### config.mk
export PLATFORM = sky130hd
export DESIGN_NAME = paged_data_space_address_gen
export DESIGN_NICKNAME = d
export VERILOG_FILES = /design/src/verilog/paged_pkg.sv /design/src/verilog/page_map.sv /design/src/verilog/paged_data_space_address_gen.sv
export SDC_FILE = /design/constraint.sdc
export NUM_CORES = 1
export LEC_CHECK = 0
export ABC_AREA = 1
export BUFFER_PORTS_ARGS = -buffer_cell sky130_fd_sc_hd__buf_2
export CAP_MARGIN = 25
export CELL_PAD_IN_SITES_DETAIL_PLACEMENT = 1
export CELL_PAD_IN_SITES_GLOBAL_PLACEMENT = 2
export CORE_MARGIN = 5
export CORE_UTILIZATION = 24
export CTS_CLUSTER_DIAMETER = 30
export DETAILED_ROUTE_END_ITERATION = 12
export PLACE_DENSITY = 0.79
export SYNTH_ARGS = -nofsm -noshare
export SYNTH_HDL_FRONTEND = slang
export SYNTH_HIERARCHICAL = 1
export SYNTH_SLANG_ARGS = --single-unit
### constraint.sdc
create_clock -name ref_clk -period 0.83 [get_ports ref_clk]
set_input_delay 0.083 -clock ref_clk [delete_from_list [all_inputs] [get_ports ref_clk]]
set_output_delay 0.083 -clock ref_clk [all_outputs]
set_load 0.02 [all_outputs]
### src/verilog/paged_pkg.sv
/*
 * Shared constants and carrier types for the paged data space address
 * generator: page selector widths, address widths and request structs.
 * Assumes a core that issues 16-bit data space byte addresses.
 */
package paged_pkg;

    // Core data address and page selector widths.
    localparam int DATA_ADDR_W = 16;
    localparam int PAGE_W      = 10;
    localparam int WIN_OFS_W   = 15;
    // Paged address: page number above the 32-Kbyte window offset.
    localparam int PAGED_W     = PAGE_W + WIN_OFS_W;

    // Bit of the core address that selects the paged upper half.
    localparam int UPPER_BIT = 15;

    // Window size in bytes, 32 Kbytes.
    localparam int WINDOW_BYTES = 32768;

    // Read page values at or above this reach program space.
    localparam logic [PAGE_W-1:0] PROG_PAGE_BASE = 10'h200;

    // Extended data space span, 16 Mbytes; program space view, 8 Mbytes.
    localparam int EXT_DATA_BYTES = 16777216;
    localparam int PROG_VIEW_BYTES = 8388608;

    // Page selector reset values.
    localparam logic [PAGE_W-1:0] READ_PAGE_RST  = 10'h001;
    localparam logic [PAGE_W-1:0] WRITE_PAGE_RST = 10'h001;

    // Target of an access after address generation.
    typedef enum logic [1:0] {
        TGT_BASE_DATA = 2'b00,
        TGT_EXT_DATA  = 2'b01,
        TGT_PROG      = 2'b10,
        TGT_NONE      = 2'b11
    } target_t;

    // Access request from the core load/store path.
    typedef struct packed {
        logic                   valid;
        logic                   write;
        logic [DATA_ADDR_W-1:0] addr;
    } core_req_t;

    // Generated access toward the memory system.
    typedef struct packed {
        logic                   valid;
        logic                   write;
        target_t                target;
        logic [PAGED_W-1:0]     addr;
    } mem_req_t;

endpackage : paged_pkg

### src/verilog/page_map.sv
/*
 * Combinational address map for one access: picks the page selector by
 * direction and builds the target and full paged address.
 * Assumes page selector values that are already registered upstream.
 */
`timescale 1ns/1ps

module page_map (
    input  wire paged_pkg::core_req_t               req,
    input  wire logic [paged_pkg::PAGE_W-1:0]       read_page_select,
    input  wire logic [paged_pkg::PAGE_W-1:0]       write_page_select,
    output paged_pkg::mem_req_t                     mapped
);

    logic [paged_pkg::PAGE_W-1:0] page;

    // Direction picks the selector; writes never use the read page.
    always_comb begin
        page = req.write ? write_page_select : read_page_select;
        mapped.valid  = req.valid;
        mapped.write  = req.write;
        mapped.addr   = {page, req.addr[paged_pkg::WIN_OFS_W-1:0]};
        mapped.target = paged_pkg::TGT_EXT_DATA;
        if (!req.addr[paged_pkg::UPPER_BIT]) begin
            // Lower half is the base space; page plays no part.
            mapped.addr   = {{paged_pkg::PAGE_W{1'b0}},
                             req.addr[paged_pkg::WIN_OFS_W-1:0]};
            mapped.target = paged_pkg::TGT_BASE_DATA;
        end else if (!req.write &&
                     page >= paged_pkg::PROG_PAGE_BASE) begin
            mapped.target = paged_pkg::TGT_PROG;
        end else if (req.write &&
                     page >= paged_pkg::PROG_PAGE_BASE) begin
            // A write page in the program range has nowhere to land.
            mapped.target = paged_pkg::TGT_NONE;
            mapped.valid  = 1'b0;
        end
    end

endmodule : page_map

### src/verilog/paged_data_space_address_gen.sv
/*
 * Paged address generator between the core load/store path and memory.
 * Holds the read and write page selectors, loaded by the core, and
 * registers each mapped access for one cycle.
 * Assumes the core presents one access per cycle, synchronous to ref_clk.
 */
// Notes on behaviour
// - Upper half of data space is a 32-Kbyte window into paged memory.
// - Paged address is page selector joined with core's upper-half offset.
// - Page selection reaches up to 16 Mbytes of extended data space.
// - Only the read page selector reaches the 8-Mbyte program space view.
// - Read page 0x200 or above sends paged reads to program space.
// - Program space is read-only; paged accesses never write it.
// - Write page selector addresses data space only, never program space.
// - Paged reads use the read page, paged writes the write page.
`timescale 1ns/1ps

module paged_data_space_address_gen (
    input  wire logic                             ref_clk,
    input  wire logic                             sys_rst,
    input  wire paged_pkg::core_req_t             core_req,
    input  wire logic                             read_page_load,
    input  wire logic                             write_page_load,
    input  wire logic [paged_pkg::PAGE_W-1:0]     page_value,
    output paged_pkg::mem_req_t                   mem_req,
    output logic [paged_pkg::PAGE_W-1:0]          read_page_select,
    output logic [paged_pkg::PAGE_W-1:0]          write_page_select
);

    paged_pkg::mem_req_t next_mem_req;

    // Read page selector; any 10-bit value, program range included.
    always_ff @(posedge ref_clk) begin
        if (sys_rst) begin
            read_page_select <= paged_pkg::READ_PAGE_RST;
        end else if (read_page_load) begin
            read_page_select <= page_value;
        end
    end

    // Write page selector. Program range values are kept but the map
    // drops writes through them, so software sees what it wrote.
    always_ff @(posedge ref_clk) begin
        if (sys_rst) begin
            write_page_select <= paged_pkg::WRITE_PAGE_RST;
        end else if (write_page_load) begin
            write_page_select <= page_value;
        end
    end

    page_map u_map (
        .req               (core_req),
        .read_page_select  (read_page_select),
        .write_page_select (write_page_select),
        .mapped            (next_mem_req)
    );

    // One register stage keeps every output straight off a flip-flop.
    // Page loads in the same cycle take effect for the next access only.
    always_ff @(posedge ref_clk) begin
        if (sys_rst) begin
            mem_req <= '0;
        end else begin
            mem_req <= next_mem_req;
        end
    end

    // Assertion helpers: the request and pages of the previous cycle.
    paged_pkg::core_req_t           prev_req;
    logic [paged_pkg::PAGE_W-1:0]   prev_rd;
    logic [paged_pkg::PAGE_W-1:0]   prev_wr;
    always_ff @(posedge ref_clk) begin
        prev_req <= core_req;
        prev_rd  <= read_page_select;
        prev_wr  <= write_page_select;
    end

    a_no_prog_write: assert property (@(posedge ref_clk) disable iff
        (sys_rst) mem_req.valid && mem_req.write
        |-> mem_req.target != paged_pkg::TGT_PROG)
        else $error("Write was mapped into program space.");

    a_write_page_use: assert property (@(posedge ref_clk) disable iff
        (sys_rst) core_req.valid && core_req.write
        && core_req.addr[paged_pkg::UPPER_BIT]
        && write_page_select < paged_pkg::PROG_PAGE_BASE
        |=> mem_req.valid && mem_req.target == paged_pkg::TGT_EXT_DATA
        && mem_req.addr[paged_pkg::PAGED_W-1:paged_pkg::WIN_OFS_W]
           == prev_wr)
        else $error("Paged write did not use the write page.");

    a_read_page_use: assert property (@(posedge ref_clk) disable iff
        (sys_rst) core_req.valid && !core_req.write
        && core_req.addr[paged_pkg::UPPER_BIT]
        |=> mem_req.addr[paged_pkg::PAGED_W-1:paged_pkg::WIN_OFS_W]
           == prev_rd)
        else $error("Paged read did not use the read page.");

    a_prog_read_map: assert property (@(posedge ref_clk) disable iff
        (sys_rst) core_req.valid && !core_req.write
        && core_req.addr[paged_pkg::UPPER_BIT]
        && read_page_select >= paged_pkg::PROG_PAGE_BASE
        |=> mem_req.target == paged_pkg::TGT_PROG)
        else $error("High read page did not reach program space.");

    a_data_read_map: assert property (@(posedge ref_clk) disable iff
        (sys_rst) core_req.valid && !core_req.write
        && core_req.addr[paged_pkg::UPPER_BIT]
        && read_page_select < paged_pkg::PROG_PAGE_BASE
        |=> mem_req.target == paged_pkg::TGT_EXT_DATA)
        else $error("Low read page left data space.");

    a_base_bypass: assert property (@(posedge ref_clk) disable iff
        (sys_rst) core_req.valid && !core_req.addr[paged_pkg::UPPER_BIT]
        |=> mem_req.valid && mem_req.target == paged_pkg::TGT_BASE_DATA
        && mem_req.addr == {{paged_pkg::PAGE_W{1'b0}},
                            prev_req.addr[paged_pkg::WIN_OFS_W-1:0]})
        else $error("Base access was altered by paging.");

    a_window_offset: assert property (@(posedge ref_clk) disable iff
        (sys_rst) core_req.valid
        |=> mem_req.addr[paged_pkg::WIN_OFS_W-1:0]
            == $past(core_req.addr[paged_pkg::WIN_OFS_W-1:0]))
        else $error("Window offset was not carried through.");

    a_write_dropped: assert property (@(posedge ref_clk) disable iff
        (sys_rst) core_req.valid && core_req.write
        && core_req.addr[paged_pkg::UPPER_BIT]
        && write_page_select >= paged_pkg::PROG_PAGE_BASE
        |=> !mem_req.valid)
        else $error("Write through program page was not dropped.");

    a_page_load: assert property (@(posedge ref_clk) disable iff
        (sys_rst) read_page_load ##1 !read_page_load
        |-> read_page_select == $past(page_value))
        else $error("Read page selector did not load.");

    c_prog_read: cover property (@(posedge ref_clk) disable iff (sys_rst)
        mem_req.valid && mem_req.target == paged_pkg::TGT_PROG);
    c_ext_write: cover property (@(posedge ref_clk) disable iff (sys_rst)
        mem_req.valid && mem_req.write
        && mem_req.target == paged_pkg::TGT_EXT_DATA);
    c_base_read: cover property (@(posedge ref_clk) disable iff (sys_rst)
        mem_req.valid && !mem_req.write
        && mem_req.target == paged_pkg::TGT_BASE_DATA);
    c_drop_write: cover property (@(posedge ref_clk) disable iff (sys_rst)
        mem_req.target == paged_pkg::TGT_NONE);

endmodule : paged_data_space_address_gen

==> flow_summary.ini, run 1 <==
[status]
outcome = complete, but fails checks
violations = setup timing

[synthesis]
synth.distinct_cells = 10
synth_top_area_share_pct = 50.0
synth_flop_cell = dfxtp_1
yosysMostFrequentCell = nor2_1
synth-edff-count = 0
yosysSeqAreaShare_pct = 50.0
synth_common_cells = nor2_1, nand2_1, inv_1, dfxtp_1, buf_4
yosysTopAreaCell = dfxtp_1
synth-async-reset-ratio_pct = 0
syn_avg_cell_area_um2 = 7.05
ys_top_cells_by_area = dfxtp_1, nor2_1, nand2_1
netlist_area_mm2 = 0.00196
yosys_warnings = 6
synth_cells = 278
syn_nets = 310
ys_ff_latch = 49

[die]
initial_core_util_pct = 24.2
core_mm2 = 0.00809
die_y_um = 100
rows = 33
die_area_mm2 = 0.0101
die_w_um = 100
num_io_pins = 81

[worst_setup_path]
crit_top_cell = inv_1
cp.arrival_ns = 1.07
crit_chain = buf_4 -> nand3_1 -> nand2_1 -> inv_1 -> inv_1 -> nor2_1
slowest_delay_ns = 0.36
cpMaxStageDelayCell = dfxtp_2
critPathTopFamily = flip-flops
critPathLaunchType = register
crit_buf_inv = 3
cp_max_fo = 3
crit_type = register to register
rr_startpoint = write_page_select[9]
worstPathRequired_ns = 1.02
rr_endpoint = mem_req[28]
reg2reg_depth = 6
ff2ff_setup_slack_ns = -0.05
crit_path_end_kind = register

[sta]
relSlewSlack_pct = 74.9
hold_ws_ns = 0.0743
setup_viol = 39
fin_skew_ns = 0.00515
post-route-period-util_pct = 106
tns_ns = -0.755
fin_crit_ns = 0.883
hold_viol_final = 0
final_max_slew_viol_count = 0
layout_setup_ws_ns = -0.0529
worst_pin_slew_ns = 0.377
rsz0062_at_grt = true
fmax_mhz = 1130

[global_routing]
grt_max_degree = 30
grt_usage_pct = 11.0
grt_pass1_vias = 1847
grt_pass1_wl_um = 8760
grt_overflow = 0
antenna_found_initial = 0

[layout]
nets = 403
area_growth_pct = 60.4
antenna_cells = 0
stdcell_area_mm2 = 0.00314
drive_gt1_share_pct = 45.2
nFillCells = 1015

[hold_path]
hold_end = write_page_select[9]
whs_path_depth = 4
hp-start = sys_rst
min_path_type = primary input to register

[clock_network]
tritoncts.num_buffers = 5
clock-sinks = 49
clk_pin_slew_worst_paths_ns = 0.10
clkLatencyLatePin_ns = 0.30
clockBufferDepth = 2
cts_max_level = 2
cts_root_buffer = clkbuf_8
tritoncts = done

[routing]
drc = 0
vias_per_cell = 3.68
drt_iter0_markers = 39
firstDrtPassIters = 4
wl_um = 5460
drtAntennaViolNets = 0
wl_per_cell_um = 11.5
vias = 1754

[placed_design]
routabilityCongestion = 0.736
place_hpwl_um = 3720
placement.io_buffers = 80
place_area_mm2 = 0.00234
preCtsSetupSlack_ns = -0.0578

[pwr]
ir_worst_vdd_uv = 768
power.density_mw_per_mm2 = 1820
leakage_nw = 1.65

[flow_run]
cap_violations = 0
how the worst max path moves through the flow:
stage                               from  depth (start not counted)              endpoint  slack [ns]
global route        write_page_select[2]                          7           mem_req[17]       -0.14
floorplan           write_page_select[1]                          6           mem_req[16]        0.02
global placement            core_req[16]                          6           mem_req[28]       -0.02
finish              write_page_select[9]                          6           mem_req[28]       -0.05
CTS                 write_page_select[1]                          1  write_page_select[1]       -0.06
detailed placement          core_req[16]                          6           mem_req[28]       -0.06
kinds of logic (layout without fill, tap and decap cells):
family / Yosys count / count (layout) / share of synthesized area (%)
AOI/OAI and AO/OA: 1 / 1 / 0.383
DFF: 49 / 49 / 50.0
buffers and inverters: 81 / 175 / 21.2
and+or+nand+nor: 147 / 147 / 28.4
state kept, by name (all words and copies together), names as in the netlist:
| register | count |
|---|---|
| mem_req | 29 |
| read_page_select | 10 |
| write_page_select | 10 |
worst register-to-register path, delay by kind of cell, from the launching register on:
kind / cells / cell delay (ns)
flops: 1 / 0.36
buf+inv: 3 / 0.19
simple gates: 3 / 0.22
through the flow:
stage | total power, mW | std cells | util [%]
final | 5.73 | 477 | 38.9
after global routing | 6.03 | 477 | 38.9
after CTS | 5.83 | 477 | 38.4
after detailed placement | 3.40 | 439 | 28.9
after global placement | 3.38 | 439 | 28.9
after floorplan | 3.15 | 278 | -
placed cells by master (no fill, tap or decap), drive strengths merged:
master       count
nand3            4
bufinv           2
buf             99
dfxtp           49
dlygate4sd3     16
nand2           60
nor2            83
clkbuf           5
inv             53
a21boi           1
repair_timing:
action,in CTS,in global routing
pin swaps,1,9
setup buffers,15,0
resized for setup,148,17
setup endpoints to repair,49,62
hold buffers,16,0
hold endpoints to repair,16,0
where the power goes:
group / total [mW] / internal (mW) / switching, mW
clock: 2.04 / 1.21 / 0.829
sequential: 2.60 / 2.51 / 0.0953
combinational: 1.09 / 0.553 / 0.533
total: 5.73 / 4.27 / 1.46
final cells by class:
cell class | instances | area [µm²] | share of cell area (%)
clock buffer | 5 | 68.8 | 2.19
clock inverter | 3 | 68.8 | 2.19
inverter | 52 | 195 | 6.21
multi-input combinational | 148 | 576 | 18.3
sequential | 49 | 1050 | 33.5
tap | 105 | 131 | 4.18
timing repair buffer | 115 | 1050 | 33.4
layer usage:
metal / vias to the layer above / part of all wire, % / track usage (%)
met2: 28 / 54 / 20.1
li1: 951 / - / -
met4: 0 / 1.1 / 4.04
met1: 771 / 40 / 12.3
met3: 4 / 4.6 / 2.57
met5: - / 0 / 0
(Power assumes the default switching activity.)
==> run 2: changes to the inputs <==
- CELL_PAD_IN_SITES_DETAIL_PLACEMENT: 1 -> 0
- CELL_PAD_IN_SITES_GLOBAL_PLACEMENT: 2 -> 1
- CORE_UTILIZATION: 24 -> 32
- PLACE_DENSITY: 0.79 -> 0.8
==> flow_summary.ini, run 2 (synthesized netlist as in run 1, its figures left out) <==
[layout]
fin_cells = 446
final_util_pct = 52.4
nets = 402
largest_reg_flops = 29
area_growth_pct = 59.0
stdcell_area_mm2 = 0.00312
reg_top3 = mem_req: 29 flops, read_page_select: 10 flops, write_page_select: 10 flops
antenna_cells = 0
mostFrequentLayoutCells = nor2_1, buf_6, nand2_1, dfxtp_2, inv_1
nFillCells = 580
largest_register = mem_req
layout_commonest_cell = nor2_1
drive_gt1_share_pct = 49.6

[global_routing]
grt_max_degree = 30
grt_pass1_wl_um = 8160
grt_usage_pct = 13.3
antenna_found_initial = 0
grt_overflow = 0
grt_pass1_vias = 1811

[placed_design]
placement.io_buffers = 80
place_hpwl_um = 3120
preCtsSetupSlack_ns = -0.0342
placed_cells = 407
routabilityCongestion = 0.721
place_area_mm2 = 0.00228

[clock_network]
cts_root_buffer = clkbuf_8
clk_pin_slew_worst_paths_ns = 0.09
clockBufferDepth = 2
tritoncts.num_buffers = 5
tritoncts = done
clock-sinks = 49
cts_max_level = 2
clkLatencyLatePin_ns = 0.30

[routing]
drc = 0
wl_met3_um = 301
wl_um = 4880
drtAntennaViolNets = 0
vias = 1754
firstDrtPassIters = 4
wl_per_cell_um = 10.9
top_layer = met4
wl_met2_um = 2530
wl_met1_um = 1950
drt_iter0_markers = 72
vias_per_cell = 3.93

[sta]
fin_crit_ns = 0.952
hold_ws_ns = 0.0193
rsz0062_at_grt = true
worst_pin_slew_ns = 0.447
layout_setup_ws_ns = -0.122
final_max_slew_viol_count = 0
post-route-period-util_pct = 115
setup_viol = 31
relSlewSlack_pct = 70.2
fin_skew_ns = 0.00754
tns_ns = -0.604
fmax_mhz = 1050
hold_viol_final = 0

[pwr]
leakage_nw = 1.64
power.density_mw_per_mm2 = 1730
ir_worst_vdd_uv = 747
power.total_mw = 5.40

[die]
num_io_pins = 81
initial_core_util_pct = 32.9
die_w_um = 88.3
die_y_um = 88.3
die_area_mm2 = 0.00779
core_mm2 = 0.00596
rows = 28

[worst_setup_path]
crit_type = register to primary output
cp.arrival_ns = 0.87
worstPathRequired_ns = 0.75
crit_path_end_kind = primary output
cp_max_fo = 2
critPathLaunchType = register

[flow_run]
cap_violations = 0

[status]
outcome = complete, but fails checks
violations = setup timing

[hold_path]
min_path_type = primary input to register
-- run 2: changes by cell type in the layout (fill, tap and decap cells not counted), sizes merged --
| cell | delta |
|---|---|
| bufinv | -1 |
| clkbuf | +1 |
| clkinv | +1 |
| dlygate4sd3 | -1 |
| inv | -1 |
-- run 2: timing repair --
item | in CTS | in global routing
gates cloned | 0 | 0
pin swaps | 0 | 8
endpoints found under the setup margin | 49 | 62
hold endpoints to repair | 15 | 0
buffers inserted | 14 | 2
resized for setup | 147 | 36
hold buffers | 15 | 0
-- run 2: worst max-delay path, stage by stage (launching register included) --
cell	delay, ns
dfxtp_2	0.34
buf_6	0.11
buf_6	0.12
-- run 2: worst paths after layout --
check | start | end | slack, ns | cells after the start
hold reg to reg | write_page_select[0] | write_page_select[0] | 0.48 | 2
setup reg to reg | write_page_select[8] | mem_req[23] | -0.04 | 7
hold / removal | page_value[0] | write_page_select[0] | 0.02 | 3
setup / recovery | write_page_select[5] | write_page_select[5] | -0.12 | 2
-- run 2: area by class of cell --
| cell class | count | area (µm²) | share of cell area, % |
|---|---|---|---|
| multi-input combinational | 148 | 618 | 19.8 |
| sequential | 49 | 1050 | 33.7 |
| inverter | 52 | 198 | 6.34 |
| timing repair buffer | 114 | 1050 | 33.6 |
| clock buffer | 6 | 72.6 | 2.33 |
| tap | 75 | 93.8 | 3.01 |
| clock inverter | 2 | 38.8 | 1.24 |
-- run 2: power breakdown --
part,switching (mW),total [mW],internal [mW]
Sequential,0.0919,2.60,2.51
Clock,0.784,1.69,0.905
Combinational,0.546,1.11,0.565
-- run 2: layer usage --
metal	up-vias	global-route usage [%]
met2	45	22.8
li1	945	-
met5	-	0
met4	0	4.81
met1	755	15.6
met3	9	4.38
==> run 3: changes to the inputs <==
==> constraint.sdc (replaced) <==
create_clock -name ref_clk -period 0.83 [get_ports ref_clk]
set_input_delay 0.0415 -clock ref_clk [delete_from_list [all_inputs] [get_ports ref_clk]]
set_output_delay 0.0415 -clock ref_clk [all_outputs]
set_load 0.02 [all_outputs]
==> flow_summary.ini, run 3 (synthesized netlist as in run 1, its figures left out) <==
[layout]
drive_gt1_share_pct = 39.3
area_growth_pct = 48.2
final_util_pct = 48.8
stdcell_area_mm2 = 0.00291
mostFrequentLayoutCells = nor2_1, nand2_1, inv_1, buf_6, dfxtp_2
largest_reg_flops = 29
layout_commonest_cell = nor2_1
nets = 395
nFillCells = 610
antenna_cells = 0
reg_top3 = mem_req: 29 flops, read_page_select: 10 flops, write_page_select: 10 flops
largest_register = mem_req
fin_cells = 439

[placed_design]
routabilityCongestion = 0.779
placement.io_buffers = 80
placed_cells = 410
place_area_mm2 = 0.00231
place_hpwl_um = 3360

[worst_setup_path]
crit_chain = buf_6
cp.arrival_ns = 0.79
crit_path_end_kind = primary output
critPathTopFamily = flip-flops
critPathLaunchType = register
worstPathRequired_ns = 0.79
cpMaxStageDelayCell = dfxtp_2
crit_buf_inv = 1
cp_max_fo = 3
crit_type = register to primary output
slowest_delay_ns = 0.37

[global_routing]
grt_usage_pct = 13.6
antenna_found_initial = 0
grt_pass1_wl_um = 8110
grt_pass1_vias = 1633
grt_overflow = 0
grt_max_degree = 22

[clock_network]
cts_root_buffer = clkbuf_8
tritoncts.num_buffers = 5
clkLatencyLatePin_ns = 0.30
tritoncts = done
clk_pin_slew_worst_paths_ns = 0.09
cts_max_level = 2
clockBufferDepth = 2
clock-sinks = 49

[die]
core_mm2 = 0.00596
num_io_pins = 81
initial_core_util_pct = 32.9
die_w_um = 88.3
die_area_mm2 = 0.00779
die_y_um = 88.3
rows = 28

[routing]
top_layer = met4
drtAntennaViolNets = 0
wl_per_cell_um = 11.3
vias = 1689
drc = 0
wl_met3_um = 330
wl_met1_um = 2140
drt_iter0_markers = 59
wl_um = 4970
vias_per_cell = 3.85
firstDrtPassIters = 4
wl_met2_um = 2420

[pwr]
intPower_mw = 3.60
seq_power_share_pct = 52.1
p_sw_mw = 1.38
leakage_nw = 1.56
power.density_mw_per_mm2 = 1720
p_clk_share_pct = 27.6
combPwrFrac_pct = 20.3
ir_worst_vdd_uv = 917
swShare_pct = 27.7

[sta]
post-route-period-util_pct = 100
final_max_slew_viol_count = 0
hold_ws_ns = 0.0357
fin_crit_ns = 0.833
fin_skew_ns = 0.00324
setup_viol = 2
tns_ns = -0.00455
rsz0062_at_grt = true
fmax_mhz = 1200
hold_viol_final = 0
relSlewSlack_pct = 75.8
worst_pin_slew_ns = 0.362
layout_setup_ws_ns = -0.00254

[flow_run]
cap_violations = 0

[status]
violations = setup timing
outcome = complete, but fails checks

[hold_path]
min_path_type = primary input to register
-- run 3: changes by cell type in the layout (fill, tap and decap cells not counted), sizes merged --
cell / before / now
dlygate4sd3: 15 / 16
clkbuf: 6 / 7
clkinvlp: 0 / 1
clkinv: 1 / 0
buf: 99 / 91
bufinv: 1 / 0
-- run 3: final cells by class --
class | instances | area (µm²) | share of cell area, %
Clock buffer | 7 | 76.3 | 2.63
Clock inverter | 1 | 7.51 | 0.258
Inverter | 52 | 195 | 6.72
Multi-Input combinational cell | 148 | 579 | 19.9
Sequential cell | 49 | 1020 | 35.3
Tap cell | 75 | 93.8 | 3.23
Timing Repair Buffer | 107 | 930 | 32.0
-- run 3: power groups by stage --
stage	Clock [mW]	Sequential [mW]	Combinational, mW
5_1_grt	1.52	2.62	1.12
6_report	1.37	2.60	1.01
4_1_cts	1.44	2.58	0.953
3_5_place_dp	0	2.61	0.780
2_1_floorplan	0	2.78	0.376
3_3_place_gp	0	2.60	0.777
-- run 3: repair_timing --
| item | in CTS | in global routing |
|---|---|---|
| hold endpoints to repair | 17 | 0 |
| pin swaps | 0 | 6 |
| setup buffers | 5 | 0 |
| hold buffers | 16 | 0 |
| resized for setup | 65 | 64 |
| endpoints found under the setup margin | 28 | 59 |
-- run 3: per-stage QoR --
| stage | setup slack (ns) | power (mW) |
|---|---|---|
| 2_1_floorplan | 0.0157 | 3.15 |
| 3_3_place_gp | 0.0221 | 3.38 |
| 3_5_place_dp | -0.00366 | 3.39 |
| 4_1_cts | -0.00897 | 4.97 |
| 5_1_grt | -0.0632 | 5.25 |
| 6_report | -0.00254 | 4.99 |
-- run 3: worst paths after layout --
| kind | startpoint | endpoint | slack, ns | depth (start not counted) |
|---|---|---|---|---|
| worst max-delay path | write_page_select[5] | write_page_select[5] | -0.003 | 1 |
| worst min-delay path | core_req[17] | mem_req[28] | 0.04 | 5 |
| worst max register to register | write_page_select[6] | mem_req[21] | 0.01 | 6 |
| worst min register to register | write_page_select[0] | write_page_select[0] | 0.49 | 2 |
-- run 3: tightest hold or removal path: stages --
cell,delay [ns]
buf_2,0.10
nand2_1,0.06
inv_1,0.03
inv_1,0.04
nor2_1,0.04
-- run 3: metal layers --
metal / vias to the layer above / track usage, %
met4: 0 / 5.36
met2: 38 / 21.9
li1: 930 / -
met5: - / 0
met1: 712 / 17.0
met3: 9 / 4.19
